**src/logic/sys_glue_pkg.sv**
```systemverilog
// Constants, register map and types of the system bus glue block
package sys_glue_pkg;
  // Register byte offsets on the AXI4-Lite slave
  localparam logic [7:0] OFF_PORT_CTRL = 8'h00;
  localparam logic [7:0] OFF_MISC_SETUP = 8'h04;
  localparam logic [7:0] OFF_SLEEP_CFG = 8'h08;
  localparam logic [7:0] OFF_STATUS = 8'h0c;
  // Port control fields
  localparam int BIT_SW_RESET = 0;
  localparam int BIT_A20_EN = 1;
  // Misc setup fields
  localparam int MS_DIV_LSB = 0;
  localparam int MS_DIV_W = 4;
  localparam int BIT_TURBO_LATCH = 4;
  localparam int BIT_ASYNC_BUS = 5;
  localparam int MS_BDIV_LSB = 8;
  localparam int MS_BDIV_W = 4;
  // Sleep config fields
  localparam int BIT_SLEEP_EXT = 7;
  // Reset values
  localparam logic [31:0] RST_PORT_CTRL = 32'h0000_0000;
  localparam logic [31:0] RST_MISC_SETUP = 32'h0000_0110;
  localparam logic [31:0] RST_SLEEP_CFG = 32'h0000_0000;
  // Dummy read port that sets the A20 enable bit
  localparam logic [15:0] IO_PORT_A20_SET = 16'h00ee;
  // Slot bus controller cycle encoding on select1, select0
  localparam logic [1:0] CYC_IDLE = 2'h3;
  localparam logic [1:0] CYC_WRITE = 2'h2;
  localparam logic [1:0] CYC_READ = 2'h1;
  localparam logic [1:0] CYC_INT_ACK_CYCLE = 2'h0;
  // Processor cycle status
  typedef enum logic [1:0] {
    PC_IDLE = 2'b00,
    PC_READ = 2'b01,
    PC_WRITE = 2'b10,
    PC_INT_ACK_CYCLE = 2'b11
  } proc_cycle_t;
  // AXI responses
  localparam logic [1:0] RESP_OKAY = 2'h0;
  localparam logic [1:0] RESP_SLVERR = 2'h2;
endpackage

```
**src/logic/system_bus_glue_control.sv**
```systemverilog
// Top level of the system bus glue block
`timescale 1ns/1ps
`default_nettype none
module system_bus_glue_control #(
  parameter int DIV_W = 4 // Width of the clock dividers
) (
  input wire logic clk_sys, // Processor double clock, 40 MHz
  input wire logic reset, // Synchronous reset, active high
  input wire logic hwResetIn, // Hardware reset from slot bus controller
  input wire logic [1:0] procCycle, // Decoded processor cycle, sys_glue_pkg::proc_cycle_t
  input wire logic procMemIo, // Processor memory (1) or I/O (0)
  input wire logic [15:0] procIoAddr, // Processor I/O address of current cycle
  input wire logic procCycleValid, // One-cycle pulse, cycle started
  input wire logic chanAccess, // Current cycle goes to the channel
  input wire logic onboardAddr, // Current address selects onboard DRAM
  input wire logic procAddr20, // Processor address bit 20
  output logic addr20Out, // Gated address bit 20
  input wire logic chanSelect0MemwriteIn, // Select0 pin level in
  input wire logic chanSelect1MemreadIn, // Select1 pin level in
  output logic chanSelect0MemwriteOut, // Select0 pin drive value
  output logic chanSelect1MemreadOut, // Select1 pin drive value
  output logic chanSelectOe, // Select pins output enable
  output logic chanMemOrIo, // Channel memory/io
  output logic blockAddrBit20N, // Block A20, active low
  input wire logic kbdAddrGateIn, // Keyboard A20 gate, async
  input wire logic slotBusOscIn, // External bus oscillator, async
  output logic slotBusSrcClk, // Slot bus source clock
  input wire logic dmaHoldReqIn, // DMA hold request, async
  output logic procHoldReq, // Hold request to processor
  input wire logic procHoldAckIn, // Processor hold acknowledge, async
  output logic dmaHoldAckOut, // DMA hold acknowledge
  output logic onboardDramSelN, // Board DRAM, active low
  input wire logic refreshReqIn, // Refresh request, async
  output logic refreshReqSeen, // Synchronised refresh request
  input wire logic kbdResetCtrlN, // Keyboard reset control, async
  output logic procResetOut, // Processor reset
  input wire logic turboIn, // Turbo input, async
  output logic slowStrobe, // Slow-mode processor clock qualifier
  input wire logic sleepMode, // Sleep mode active
  output logic [2:0] sleepOut, // Sleep pins output value (always low)
  output logic [2:0] sleepOe, // Sleep pins output enable
  output logic dataBufEnableN, // Data buffer enable, active low
  input wire logic ioReadN, // Slot I/O read strobe, active low
  input wire logic ioWriteN, // Slot I/O write strobe, active low
  input wire logic [3:0] bankColStrobe, // Bank column strobes
  output logic memDataLatchN, // Memory data latch, active low
  output logic memReadOut, // Onboard memory read control
  output logic memWriteOut, // Onboard memory write control
  input wire logic [31:0] s_axi_awaddr, // AXI write address
  input wire logic s_axi_awvalid, // AXI write address valid
  output logic s_axi_awready, // AXI write address ready
  input wire logic [31:0] s_axi_wdata, // AXI write data
  input wire logic [3:0] s_axi_wstrb, // AXI write strobes
  input wire logic s_axi_wvalid, // AXI write data valid
  output logic s_axi_wready, // AXI write data ready
  output logic [1:0] s_axi_bresp, // AXI write response
  output logic s_axi_bvalid, // AXI write response valid
  input wire logic s_axi_bready, // AXI write response ready
  input wire logic [31:0] s_axi_araddr, // AXI read address
  input wire logic s_axi_arvalid, // AXI read address valid
  output logic s_axi_arready, // AXI read address ready
  output logic [31:0] s_axi_rdata, // AXI read data
  output logic [1:0] s_axi_rresp, // AXI read response
  output logic s_axi_rvalid, // AXI read valid
  input wire logic s_axi_rready // AXI read ready
);
  import sys_glue_pkg::*;

  // Byte-lane merge, used by every writable register
  function automatic logic [31:0] mergeLanes(input logic [31:0] old, input logic [31:0] wd,
                                             input logic [3:0] st);
    logic [31:0] r;
    r = old;
    for (int i = 0; i < 4; i++)
    begin
      if (st[i])
      begin
        r[i*8 +: 8] = wd[i*8 +: 8];
      end
    end
    return r;
  endfunction

  // Combined reset, hardware reset acts like local reset
  logic rstAll;
  assign rstAll = reset | hwResetIn;

  // Two-stage synchronisers: gate, turbo, refresh, kbd reset, dma req, hold ack, osc
  logic [6:0] asyncIn;
  logic [6:0] sync1_q, sync1_d, sync2_q, sync2_d;
  assign asyncIn = {slotBusOscIn, procHoldAckIn, dmaHoldReqIn, kbdResetCtrlN, refreshReqIn, turboIn, kbdAddrGateIn};
  // Synchroniser next values
  always_comb
  begin
    sync1_d = asyncIn;
    sync2_d = sync1_q;
  end
  // two-stage synchroniser
  // Idle levels loaded on reset, reset control idles high
  always_ff @(posedge clk_sys)
  begin
    if (rstAll)
    begin
      sync1_q <= 7'h08;
      sync2_q <= 7'h08;
    end
    else
    begin
      sync1_q <= sync1_d;
      sync2_q <= sync2_d;
    end
  end
  logic gateS, turboS, refreshS, kbdRstNS, dmaReqS, holdAckS, oscS;
  assign {oscS, holdAckS, dmaReqS, kbdRstNS, refreshS, turboS, gateS} = sync2_q;

  // Software registers
  logic [31:0] portCtrl_q, portCtrl_d; // Reset and A20 enable bits
  logic [31:0] miscSetup_q, miscSetup_d; // Divisors, turbo latch, async mode
  logic [31:0] sleepCfg_q, sleepCfg_d; // Sleep pin enables
  // AXI write channel state
  logic awHeld_q, awHeld_d, wHeld_q, wHeld_d, bValid_q, bValid_d;
  logic [7:0] awAddr_q, awAddr_d;
  logic [31:0] wData_q, wData_d;
  logic [3:0] wStrb_q, wStrb_d;
  logic [1:0] bResp_q, bResp_d;
  // AXI read channel state
  logic rValid_q, rValid_d;
  logic [31:0] rData_q, rData_d;
  logic [1:0] rResp_q, rResp_d;
  // Dummy-read detector for port set
  logic ioEeRead;
  assign ioEeRead = procCycleValid && !procMemIo && procCycle == PC_READ && procIoAddr == IO_PORT_A20_SET;

  // Register file and AXI slave next state
  always_comb
  begin
    portCtrl_d = portCtrl_q;
    miscSetup_d = miscSetup_q;
    sleepCfg_d = sleepCfg_q;
    awHeld_d = awHeld_q;
    wHeld_d = wHeld_q;
    awAddr_d = awAddr_q;
    wData_d = wData_q;
    wStrb_d = wStrb_q;
    bValid_d = bValid_q;
    bResp_d = bResp_q;
    rValid_d = rValid_q;
    rData_d = rData_q;
    rResp_d = rResp_q;
    // Address and data accepted in any order
    if (s_axi_awvalid && s_axi_awready)
    begin
      awHeld_d = 1'b1;
      awAddr_d = s_axi_awaddr[7:0];
    end
    if (s_axi_wvalid && s_axi_wready)
    begin
      wHeld_d = 1'b1;
      wData_d = s_axi_wdata;
      wStrb_d = s_axi_wstrb;
    end
    // Perform write once both halves are held
    if (awHeld_q && wHeld_q && !bValid_q)
    begin
      awHeld_d = 1'b0;
      wHeld_d = 1'b0;
      bValid_d = 1'b1;
      bResp_d = RESP_OKAY;
      unique case (awAddr_q)
        OFF_PORT_CTRL: portCtrl_d = mergeLanes(portCtrl_q, wData_q, wStrb_q) & 32'h0000_0003;
        OFF_MISC_SETUP: miscSetup_d = mergeLanes(miscSetup_q, wData_q, wStrb_q) & 32'h0000_0f3f;
        OFF_SLEEP_CFG: sleepCfg_d = mergeLanes(sleepCfg_q, wData_q, wStrb_q) & 32'h0000_008e;
        OFF_STATUS: bResp_d = RESP_SLVERR;
        default: bResp_d = RESP_SLVERR;
      endcase
    end
    if (bValid_q && s_axi_bready)
    begin
      bValid_d = 1'b0;
    end
    // Hardware set after software write, so the set wins
    if (ioEeRead)
    begin
      portCtrl_d[BIT_A20_EN] = 1'b1;
    end
    // Read channel, one cycle after address accepted
    if (s_axi_arvalid && s_axi_arready)
    begin
      rValid_d = 1'b1;
      rResp_d = RESP_OKAY;
      unique case (s_axi_araddr[7:0])
        OFF_PORT_CTRL: rData_d = portCtrl_q;
        OFF_MISC_SETUP: rData_d = miscSetup_q;
        OFF_SLEEP_CFG: rData_d = sleepCfg_q;
        OFF_STATUS: rData_d = {24'h00_0000, slowStrobe, turboS, refreshS, holdAckS,
                               procHoldReq, procResetOut, blockAddrBit20N, gateS};
        default:
        begin
          rData_d = 32'h0000_0000;
          rResp_d = RESP_SLVERR;
        end
      endcase
    end
    else if (rValid_q && s_axi_rready)
    begin
      rValid_d = 1'b0;
    end
  end
  // Register file and AXI slave flops
  always_ff @(posedge clk_sys)
  begin
    if (rstAll)
    begin
      portCtrl_q <= RST_PORT_CTRL;
      miscSetup_q <= RST_MISC_SETUP;
      sleepCfg_q <= RST_SLEEP_CFG;
      awHeld_q <= 1'b0;
      wHeld_q <= 1'b0;
      awAddr_q <= 8'h00;
      wData_q <= 32'h0000_0000;
      wStrb_q <= 4'h0;
      bValid_q <= 1'b0;
      bResp_q <= RESP_OKAY;
      rValid_q <= 1'b0;
      rData_q <= 32'h0000_0000;
      rResp_q <= RESP_OKAY;
    end
    else
    begin
      portCtrl_q <= portCtrl_d;
      miscSetup_q <= miscSetup_d;
      sleepCfg_q <= sleepCfg_d;
      awHeld_q <= awHeld_d;
      wHeld_q <= wHeld_d;
      awAddr_q <= awAddr_d;
      wData_q <= wData_d;
      wStrb_q <= wStrb_d;
      bValid_q <= bValid_d;
      bResp_q <= bResp_d;
      rValid_q <= rValid_d;
      rData_q <= rData_d;
      rResp_q <= rResp_d;
    end
  end
  // Ready while the slot for that half is empty
  assign s_axi_awready = !awHeld_q && !rstAll;
  assign s_axi_wready = !wHeld_q && !rstAll;
  assign s_axi_bvalid = bValid_q;
  assign s_axi_bresp = bResp_q;
  assign s_axi_arready = !rValid_q && !rstAll;
  assign s_axi_rvalid = rValid_q;
  assign s_axi_rdata = rData_q;
  assign s_axi_rresp = rResp_q;

  // Dividers: slow-speed strobe and slot source clock
  logic [DIV_W-1:0] slowCnt_q, slowCnt_d, busCnt_q, busCnt_d;
  logic slowStrobe_q, slowStrobe_d, slot_bus_src_clk_q, slot_bus_src_clk_d, oscPrev_q, oscPrev_d;
  logic turboOk;
  assign turboOk = turboS & miscSetup_q[BIT_TURBO_LATCH];
  // Divider next state
  always_comb
  begin
    logic [DIV_W-1:0] slowDiv;
    logic [DIV_W-1:0] busDiv;
    logic tick;
    slowDiv = DIV_W'(miscSetup_q[MS_DIV_LSB +: MS_DIV_W]);
    busDiv = DIV_W'(miscSetup_q[MS_BDIV_LSB +: MS_BDIV_W]);
    // selectable bus clock source
    // Oscillator is sampled, so async mode is limited to below clk_sys/2
    tick = miscSetup_q[BIT_ASYNC_BUS] ? (oscS & ~oscPrev_q) : 1'b1;
    oscPrev_d = oscS;
    // divisor up to 16
    // Divide by field+1; 40 MHz / 16 is well below 8 MHz
    slowCnt_d = slowCnt_q + 1'b1;
    slowStrobe_d = 1'b0;
    if (turboOk)
    begin
      slowCnt_d = '0;
      slowStrobe_d = 1'b1;
    end
    else if (slowCnt_q >= slowDiv)
    begin
      slowCnt_d = '0;
      slowStrobe_d = 1'b1;
    end
    busCnt_d = busCnt_q;
    slot_bus_src_clk_d = slot_bus_src_clk_q;
    if (tick)
    begin
      if (busCnt_q >= busDiv)
      begin
        busCnt_d = '0;
        slot_bus_src_clk_d = ~slot_bus_src_clk_q;
      end
      else
      begin
        busCnt_d = busCnt_q + 1'b1;
      end
    end
  end
  // Divider flops
  always_ff @(posedge clk_sys)
  begin
    if (rstAll)
    begin
      slowCnt_q <= '0;
      busCnt_q <= '0;
      slowStrobe_q <= 1'b1;
      slot_bus_src_clk_q <= 1'b0;
      oscPrev_q <= 1'b0;
    end
    else
    begin
      slowCnt_q <= slowCnt_d;
      busCnt_q <= busCnt_d;
      slowStrobe_q <= slowStrobe_d;
      slot_bus_src_clk_q <= slot_bus_src_clk_d;
      oscPrev_q <= oscPrev_d;
    end
  end
  assign slowStrobe = slowStrobe_q;
  assign slotBusSrcClk = slot_bus_src_clk_q;

  // Hold, reset and A20 output flops
  logic holdReq_q, holdReq_d, dmaAck_q, dmaAck_d, kbdPrev_q, kbdPrev_d, rstPulse_q, rstPulse_d;
  logic block_addr_bit20_n_q, block_addr_bit20_n_d, resetOut_q, resetOut_d;
  // Hold and reset next state
  always_comb
  begin
    holdReq_d = dmaReqS;
    dmaAck_d = holdAckS & dmaReqS;
    kbdPrev_d = kbdRstNS;
    rstPulse_d = kbdPrev_q & ~kbdRstNS;
    resetOut_d = ~kbdRstNS | portCtrl_q[BIT_SW_RESET] | rstPulse_q;
    block_addr_bit20_n_d = holdAckS | gateS | portCtrl_q[BIT_A20_EN];
  end
  // Hold and reset flops
  always_ff @(posedge clk_sys)
  begin
    if (rstAll)
    begin
      holdReq_q <= 1'b0;
      dmaAck_q <= 1'b0;
      kbdPrev_q <= 1'b1;
      rstPulse_q <= 1'b0;
      block_addr_bit20_n_q <= 1'b0;
      resetOut_q <= 1'b0;
    end
    else
    begin
      holdReq_q <= holdReq_d;
      dmaAck_q <= dmaAck_d;
      kbdPrev_q <= kbdPrev_d;
      rstPulse_q <= rstPulse_d;
      block_addr_bit20_n_q <= block_addr_bit20_n_d;
      resetOut_q <= resetOut_d;
    end
  end
  assign procHoldReq = holdReq_q;
  assign dmaHoldAckOut = dmaAck_q;
  assign blockAddrBit20N = block_addr_bit20_n_q;
  assign procResetOut = resetOut_q | hwResetIn;
  assign addr20Out = procAddr20 & (gateS | portCtrl_q[BIT_A20_EN]);
  assign refreshReqSeen = refreshS;

  // Channel cycle encoding and memory control, combinational decode
  logic ioCycle;
  assign ioCycle = !ioReadN || !ioWriteN;
  always_comb
  begin
    logic [1:0] enc;
    enc = CYC_IDLE;
    unique case (proc_cycle_t'(procCycle))
      PC_IDLE: enc = CYC_IDLE;
      PC_READ: enc = CYC_READ;
      PC_WRITE: enc = CYC_WRITE;
      PC_INT_ACK_CYCLE: enc = CYC_INT_ACK_CYCLE;
    endcase
    if (!chanAccess)
    begin
      enc = CYC_IDLE;
    end
    chanSelect1MemreadOut = enc[1];
    chanSelect0MemwriteOut = enc[0];
    chanSelectOe = !holdAckS;
    chanMemOrIo = procMemIo & chanAccess & !holdAckS;
    if (holdAckS)
    begin
      memReadOut = !chanSelect1MemreadIn && !ioCycle;
      memWriteOut = !chanSelect0MemwriteIn && !ioCycle;
    end
    else
    begin
      memReadOut = procMemIo && procCycle == PC_READ && onboardAddr && !ioCycle;
      memWriteOut = procMemIo && procCycle == PC_WRITE && onboardAddr && !ioCycle;
    end
    onboardDramSelN = !(onboardAddr && !ioCycle);
    dataBufEnableN = !(!holdAckS && (procCycle == PC_READ || procCycle == PC_INT_ACK_CYCLE));
    memDataLatchN = !(|bankColStrobe) || ioCycle;
  end

  // Sleep pins, open drain
  logic [2:0] sleepAct;
  assign sleepAct = sleepCfg_q[3:1] | {3{sleepCfg_q[BIT_SLEEP_EXT] | sleepMode}};
  assign sleepOe = ~sleepAct;
  assign sleepOut = 3'h0;
endmodule
`default_nettype wire

```
**config.mk**
```make
export PLATFORM = sky130hd
export DESIGN_NAME = system_bus_glue_control
export DESIGN_NICKNAME = d
export VERILOG_FILES = /design/src/logic/sys_glue_pkg.sv /design/src/logic/system_bus_glue_control.sv
export SDC_FILE = /design/constraint.sdc
export NUM_CORES = 1
export LEC_CHECK = 0
export BUFFER_PORTS_ARGS = -buffer_cell sky130_fd_sc_hd__buf_2
export CAP_MARGIN = 30
export CORE_MARGIN = 2
export CORE_UTILIZATION = 25
export CTS_BUF_LIST = sky130_fd_sc_hd__clkbuf_8
export CTS_CLUSTER_SIZE = 40
export DETAILED_ROUTE_END_ITERATION = 12
export PLACE_DENSITY = 0.46
export SYNTH_ARGS = -nofsm -noshare
export SYNTH_HDL_FRONTEND = slang
export SYNTH_SLANG_ARGS = --single-unit
```
**constraint.sdc**
```tcl
create_clock -name clk_sys -period 2.1 [get_ports clk_sys]
set_clock_uncertainty 0.1 [all_clocks]
set_input_delay 0.105 -clock clk_sys [delete_from_list [all_inputs] [get_ports clk_sys]]
set_output_delay 0.105 -clock clk_sys [all_outputs]
set_load 0.05 [all_outputs]
```
* Word-level counts from Yosys, hierarchy flattened
Cells that the tools add are included.
Cells by class: add/subtract/negate cells 2, order comparisons 2, equality and inequality tests 9, mux-type cells 16, bitwise gates (word level) 20, reduce and logical (&&, ||, !) cells 61
Operator list (number):
- one-hot mux 12 bit (4 select lines) | 1
- == test 8 x 4 -> 1 bit (second input constant) | 3
- logical AND 1 bit | 23
- == test 16 x 8 -> 1 bit (second input constant) | 1
- == test 8 x 3 -> 1 bit (second input constant) | 2
- zero test 8 bit | 2
- zero test 1 bit | 15
- AND reduction 3 bit | 5
- two-way mux 2 bit | 6
- adder 4 x 1 -> 4 bit (second input constant) | 2
- greater-or-equal comparator 4 bit | 2
- OR 1 bit | 8
- one-hot mux 2 bit (4 select lines) | 1
- nonzero test 2 bit | 4
- OR reduction 4 bit | 2
- AND 1 bit | 7
- two-way mux 1 bit | 7
- OR reduction 2 bit | 3
- OR reduction 3 bit | 2
- == test 2 bit (second input constant) | 2
- two-way mux 4 bit | 1
- logical OR 1 bit | 3
- NOT 1 bit | 3
- NOT 3 bit | 1
- 4 further kinds | 4
Storage, ports and cells: register bits after elaboration 109, bits of input ports 147, logic and storage cells 138

* Logic depth before layout (Yosys ltp)
depth after elaboration 6, mapped depth 6, mapped depth without buffers 6

* Worst setup path after synthesis
OpenSTA, ideal clock, no wires.
path type reg-to-reg, start register rValid_q (netlist: s_axi_rvalid), end register rData_q[2] (netlist: s_axi_rdata[2]), data arrival time 1.617 ns, required time 1.885 ns, setup slack 0.268 ns, stages on the path, launching flop included 5, path through dfxtp_1 or4b_4 buf_4 and3_1 a31o_1
On the way: longest elaborated chain between the ends 3
Ends and longest elaborated chain:
- from (decl) | line system_bus_glue_control.sv:127 | logic rValid_q, rValid_d;
- from (signal assigned) | line system_bus_glue_control.sv:240 | rValid_q <= rValid_d;
- zero test 1 bit | line system_bus_glue_control.sv:250 | assign s_axi_arready = !rValid_q && !rstAll;
- logical AND 1 bit | line system_bus_glue_control.sv:250
- logical AND 1 bit | line system_bus_glue_control.sv:187 | if (s_axi_arvalid && s_axi_arready)
- to (signal assigned) | line system_bus_glue_control.sv:241 | rData_q <= rData_d;
- to (decl) | line system_bus_glue_control.sv:128 | logic [31:0] rData_q, rData_d;
Every way passes these cells. A chain may end at the register's enable or synchronous reset.

* Worst setup path in the final report
start input port hwResetIn, end output port s_axi_awready
On the way: longest elaborated chain between the ends 3
Ends and longest elaborated chain:
- from (decl) | line system_bus_glue_control.sv:9 | input wire logic hwResetIn,
- OR 1 bit | line system_bus_glue_control.sv:86 | assign rstAll = reset | hwResetIn;
- zero test 1 bit | line system_bus_glue_control.sv:246 | assign s_axi_awready = !awHeld_q && !rstAll;
- logical AND 1 bit | line system_bus_glue_control.sv:246
- to (decl) | line system_bus_glue_control.sv:51 | output logic s_axi_awready,
Every way passes these cells.

==> impl_metrics.py <==
metrics = {
    "logic_synthesis": {
        "synth_most_common_cell": "dfxtp_1",
        "synth_cell_type_count": 51,
        "ys_seq_area_frac": 0.4593,
        "synth.largest_area_cell": "dfxtp_1",
        "synth.cell_area_mm2": 0.003749,
        "synthTopCellsByCount": "dfxtp_1 (86), nor2_1 (51), nand2_1 (43), mux2i_1 (29), buf_4 (26)",
        "yosys-top-cells-area": "dfxtp_1 (46%), mux2i_1 (7.7%), buf_4 (5.2%)",
        "synth-seq-cells": 86,
        "synth.top_cell.area_share": 0.4593,
        "synth_ff_type": "dfxtp_1",
        "yosysWarnings": 0,
        "avgSynthCellArea_um2": 9.055,
        "async_flop_share": 0,
        "synth_edf_count": 0,
        "syn_inst": 414,
    },
    "clock_network": {
        "cts.path.max_buffers": 2,
        "numClockSinks": 86,
        "cts-root-buf": "clkbuf_8",
        "cts_tree": "built",
        "clk_pin_slew_worst_paths_ns": 0.09,
        "numCtsBuffers": 9,
        "h-tree-depth": 3,
        "clkLatencyLatePin_ns": 0.35,
        "post_cts_buffers": 0,
    },
    "detailed_routing": {
        "viasPerCell": 4.387,
        "drc": 0,
        "ant_nets": 0,
        "firstDrtPassIters": 4,
        "wl_per_cell_um": 12.68,
        "vias": 3321,
        "wirelength_um": 9598,
        "first_iter_violations": 87,
    },
    "run": {
        "maxCapViolations": 0,
    },
    "global_routing": {
        "antenna_found_initial": 0,
        "grt_pass1_vias": 3221,
        "grt_start_max_net_pins": 27,
        "track_usage": 0.1210,
        "grt_pass1_wl_um": 15630,
        "overflow": 0,
    },
    "power": {
        "powerDensity_mw_per_mm2": 643.5,
        "clockPowerShare": 0.332,
        "p_seq_frac": 0.521,
        "leakagePower_nw": 2.293,
        "intPower_mw": 2.300,
        "irDropWorstVdd_v": 0.0003914,
        "p_sw_frac": 0.2880,
        "combPwrFrac": 0.147,
        "switchingPower_uw": 930.2,
    },
    "floorplanning": {
        "core_mm2": 0.01459,
        "rows": 44,
        "dieWidth_um": 126.5,
        "fp.dieH_um": 126.5,
        "pin_count": 211,
        "initial_utilization": 0.2569,
        "dieArea_mm2": 0.01599,
    },
    "timing": {
        "slew_headroom": 0.5982,
        "fin_crit_sh": 0.9419,
        "rsz0062_at_grt": "false",
        "worstMarginPinSlew_ns": 0.6020,
        "slew_viol_final": 0,
        "min_period_ns": 1.978,
        "setup_viol_count_final": 0,
        "hold_viol_final": 0,
        "timing.setup.tns_ns": 0,
        "fmax_mhz": 505.6,
    },
    "worst_hold_path": {
        "min_path_cells": 4,
        "worst_hold_path_type": "input pin to flip-flop",
        "min_to": "portCtrl_q[1]",
        "min_from": "procIoAddr[11]",
    },
    "finish": {
        "drive_gt1_frac": 0.2653,
        "diodes": 0,
        "final_core_utilization": 0.3440,
        "nNetsFinal": 725,
        "areaGrowthSynthToFinish_pct": 33.88,
    },
    "setup_path": {
        "criticalPathCategory": "input pin to primary output",
        "cp_data_required_time_ns": 1.89,
        "path_max_fanout": 22,
        "reg2reg_slack_ns": 0.27,
        "worstPathArrival_ns": 1.77,
        "cp-start-kind": "input pin",
        "timing.rr.end": "busCnt_q[1]",
        "critPathCaptureType": "primary output",
        "r2r_cells": 6,
        "regToRegStartpoint": "busCnt_q[0]",
    },
    "outcome": {
        "status": "finished, final reports clean",
    },
    "place": {
        "io_buffers": 114,
        "place.gp.congestion": 0.7942,
        "dp_hpwl_um": 7385,
    },
}
## cell usage in the layout (no fill, tap or decap), drive strengths merged, types with 8 or more instances in the layout
master,n
buf,122
dfxtp,86
nor2,52
nor3,8
and2,14
a21oi,11
o21ai,19
mux2i,29
clkbuf,12
inv,17
dlygate4sd3,38
nand2,43
conb,25
nand3,13
ha,10
## through the flow
step	worst slack (ns)	instance area (um2)	total power, mW	instances	hold WS (ns)
after floorplan	0.2676	3839	2.043	438	0.1038
after global placement	0.3263	4446	2.138	703	0.2052
after detailed placement	0.2975	4446	2.143	703	0.2090
after CTS	0.02132	5010	3.286	757	0.004251
after global routing	0.01567	5019	3.405	757	0.02280
final	0.1220	5019	3.230	757	0.01506
## logic make-up (layout without fill, tap and decap cells)
| kind of cell | after synthesis | count (layout) | share of synthesized area |
|---|---|---|---|
| simple gates | 172 | 172 | 0.2387 |
| xor+xnor | 5 | 5 | 0.01168 |
| flops | 86 | 86 | 0.4593 |
| mux | 30 | 30 | 0.08344 |
| compound gates | 51 | 51 | 0.08412 |
| other cells | 1 | 25 | 0.001000 |
| buf+inv | 59 | 194 | 0.08845 |
| fa+ha+maj | 10 | 10 | 0.03338 |
## critical path, stage by stage
cell and delay (ns):
dlygate4sd3_1 0.53, buf_2 0.16, or2_2 0.41, buf_6 0.21, nor2_1 0.09, buf_2 0.26
## layout make-up
class	count	area, um2
inverter	16	60.06
clock buffer	10	137.6
tap	184	230.2
timing repair buffer	162	1035
fill	1512	9570
sequential	86	1722
multi-input combinational	293	1788
clock inverter	6	46.29
## worst max path at each step
stage            startpoint             end  slack [ns]  depth (start not counted)
6_report          hwResetIn   s_axi_awready        0.12                          6
2_1_floorplan  s_axi_rvalid  s_axi_rdata[2]        0.27                          4
5_1_grt           hwResetIn   s_axi_arready        0.02                          6
3_5_place_dp    busCnt_q[0]     busCnt_q[1]        0.30                          6
3_3_place_gp    busCnt_q[0]     busCnt_q[1]        0.33                          6
4_1_cts           hwResetIn   s_axi_arready        0.02                          6
## flip-flops by register name, indices dropped and copies added, names as in the netlist, 2 cells and up
name / flops
wStrb_q: 2
busCnt_q: 4
slowCnt_q: 4
sync1_q: 7
portCtrl_q: 2
awAddr_q: 8
sync2_q: 7
s_axi_rdata: 12
wData_q: 11
miscSetup_q: 10
sleepCfg_q: 4
## power by group through the flow
| stage | Clock [mW] | Sequential, mW | Combinational, mW |
|---|---|---|---|
| 6_report | 1.07 | 1.68 | 0.475 |
| 3_5_place_dp | 0 | 1.72 | 0.423 |
| 5_1_grt | 1.21 | 1.69 | 0.512 |
| 2_1_floorplan | 0 | 1.73 | 0.313 |
| 4_1_cts | 1.13 | 1.68 | 0.477 |
| 3_3_place_gp | 0 | 1.72 | 0.419 |
## per-layer routing
metal,track usage,part of all wire,vias up
met5,0,0,-
met1,0.1503,0.45,1535
met2,0.2092,0.48,107
li1,-,-,1672
met4,0.02780,0.0079,0
met3,0.03248,0.061,7
## what timing repair did
| item | in CTS | in global routing |
|---|---|---|
| gates resized for setup | 0 | 3 |
| setup endpoints to repair | 0 | 3 |
| endpoints found under the hold margin | 37 | 0 |
| hold buffers | 38 | 0 |
No activity file was read; power rests on OpenSTA's default activity.
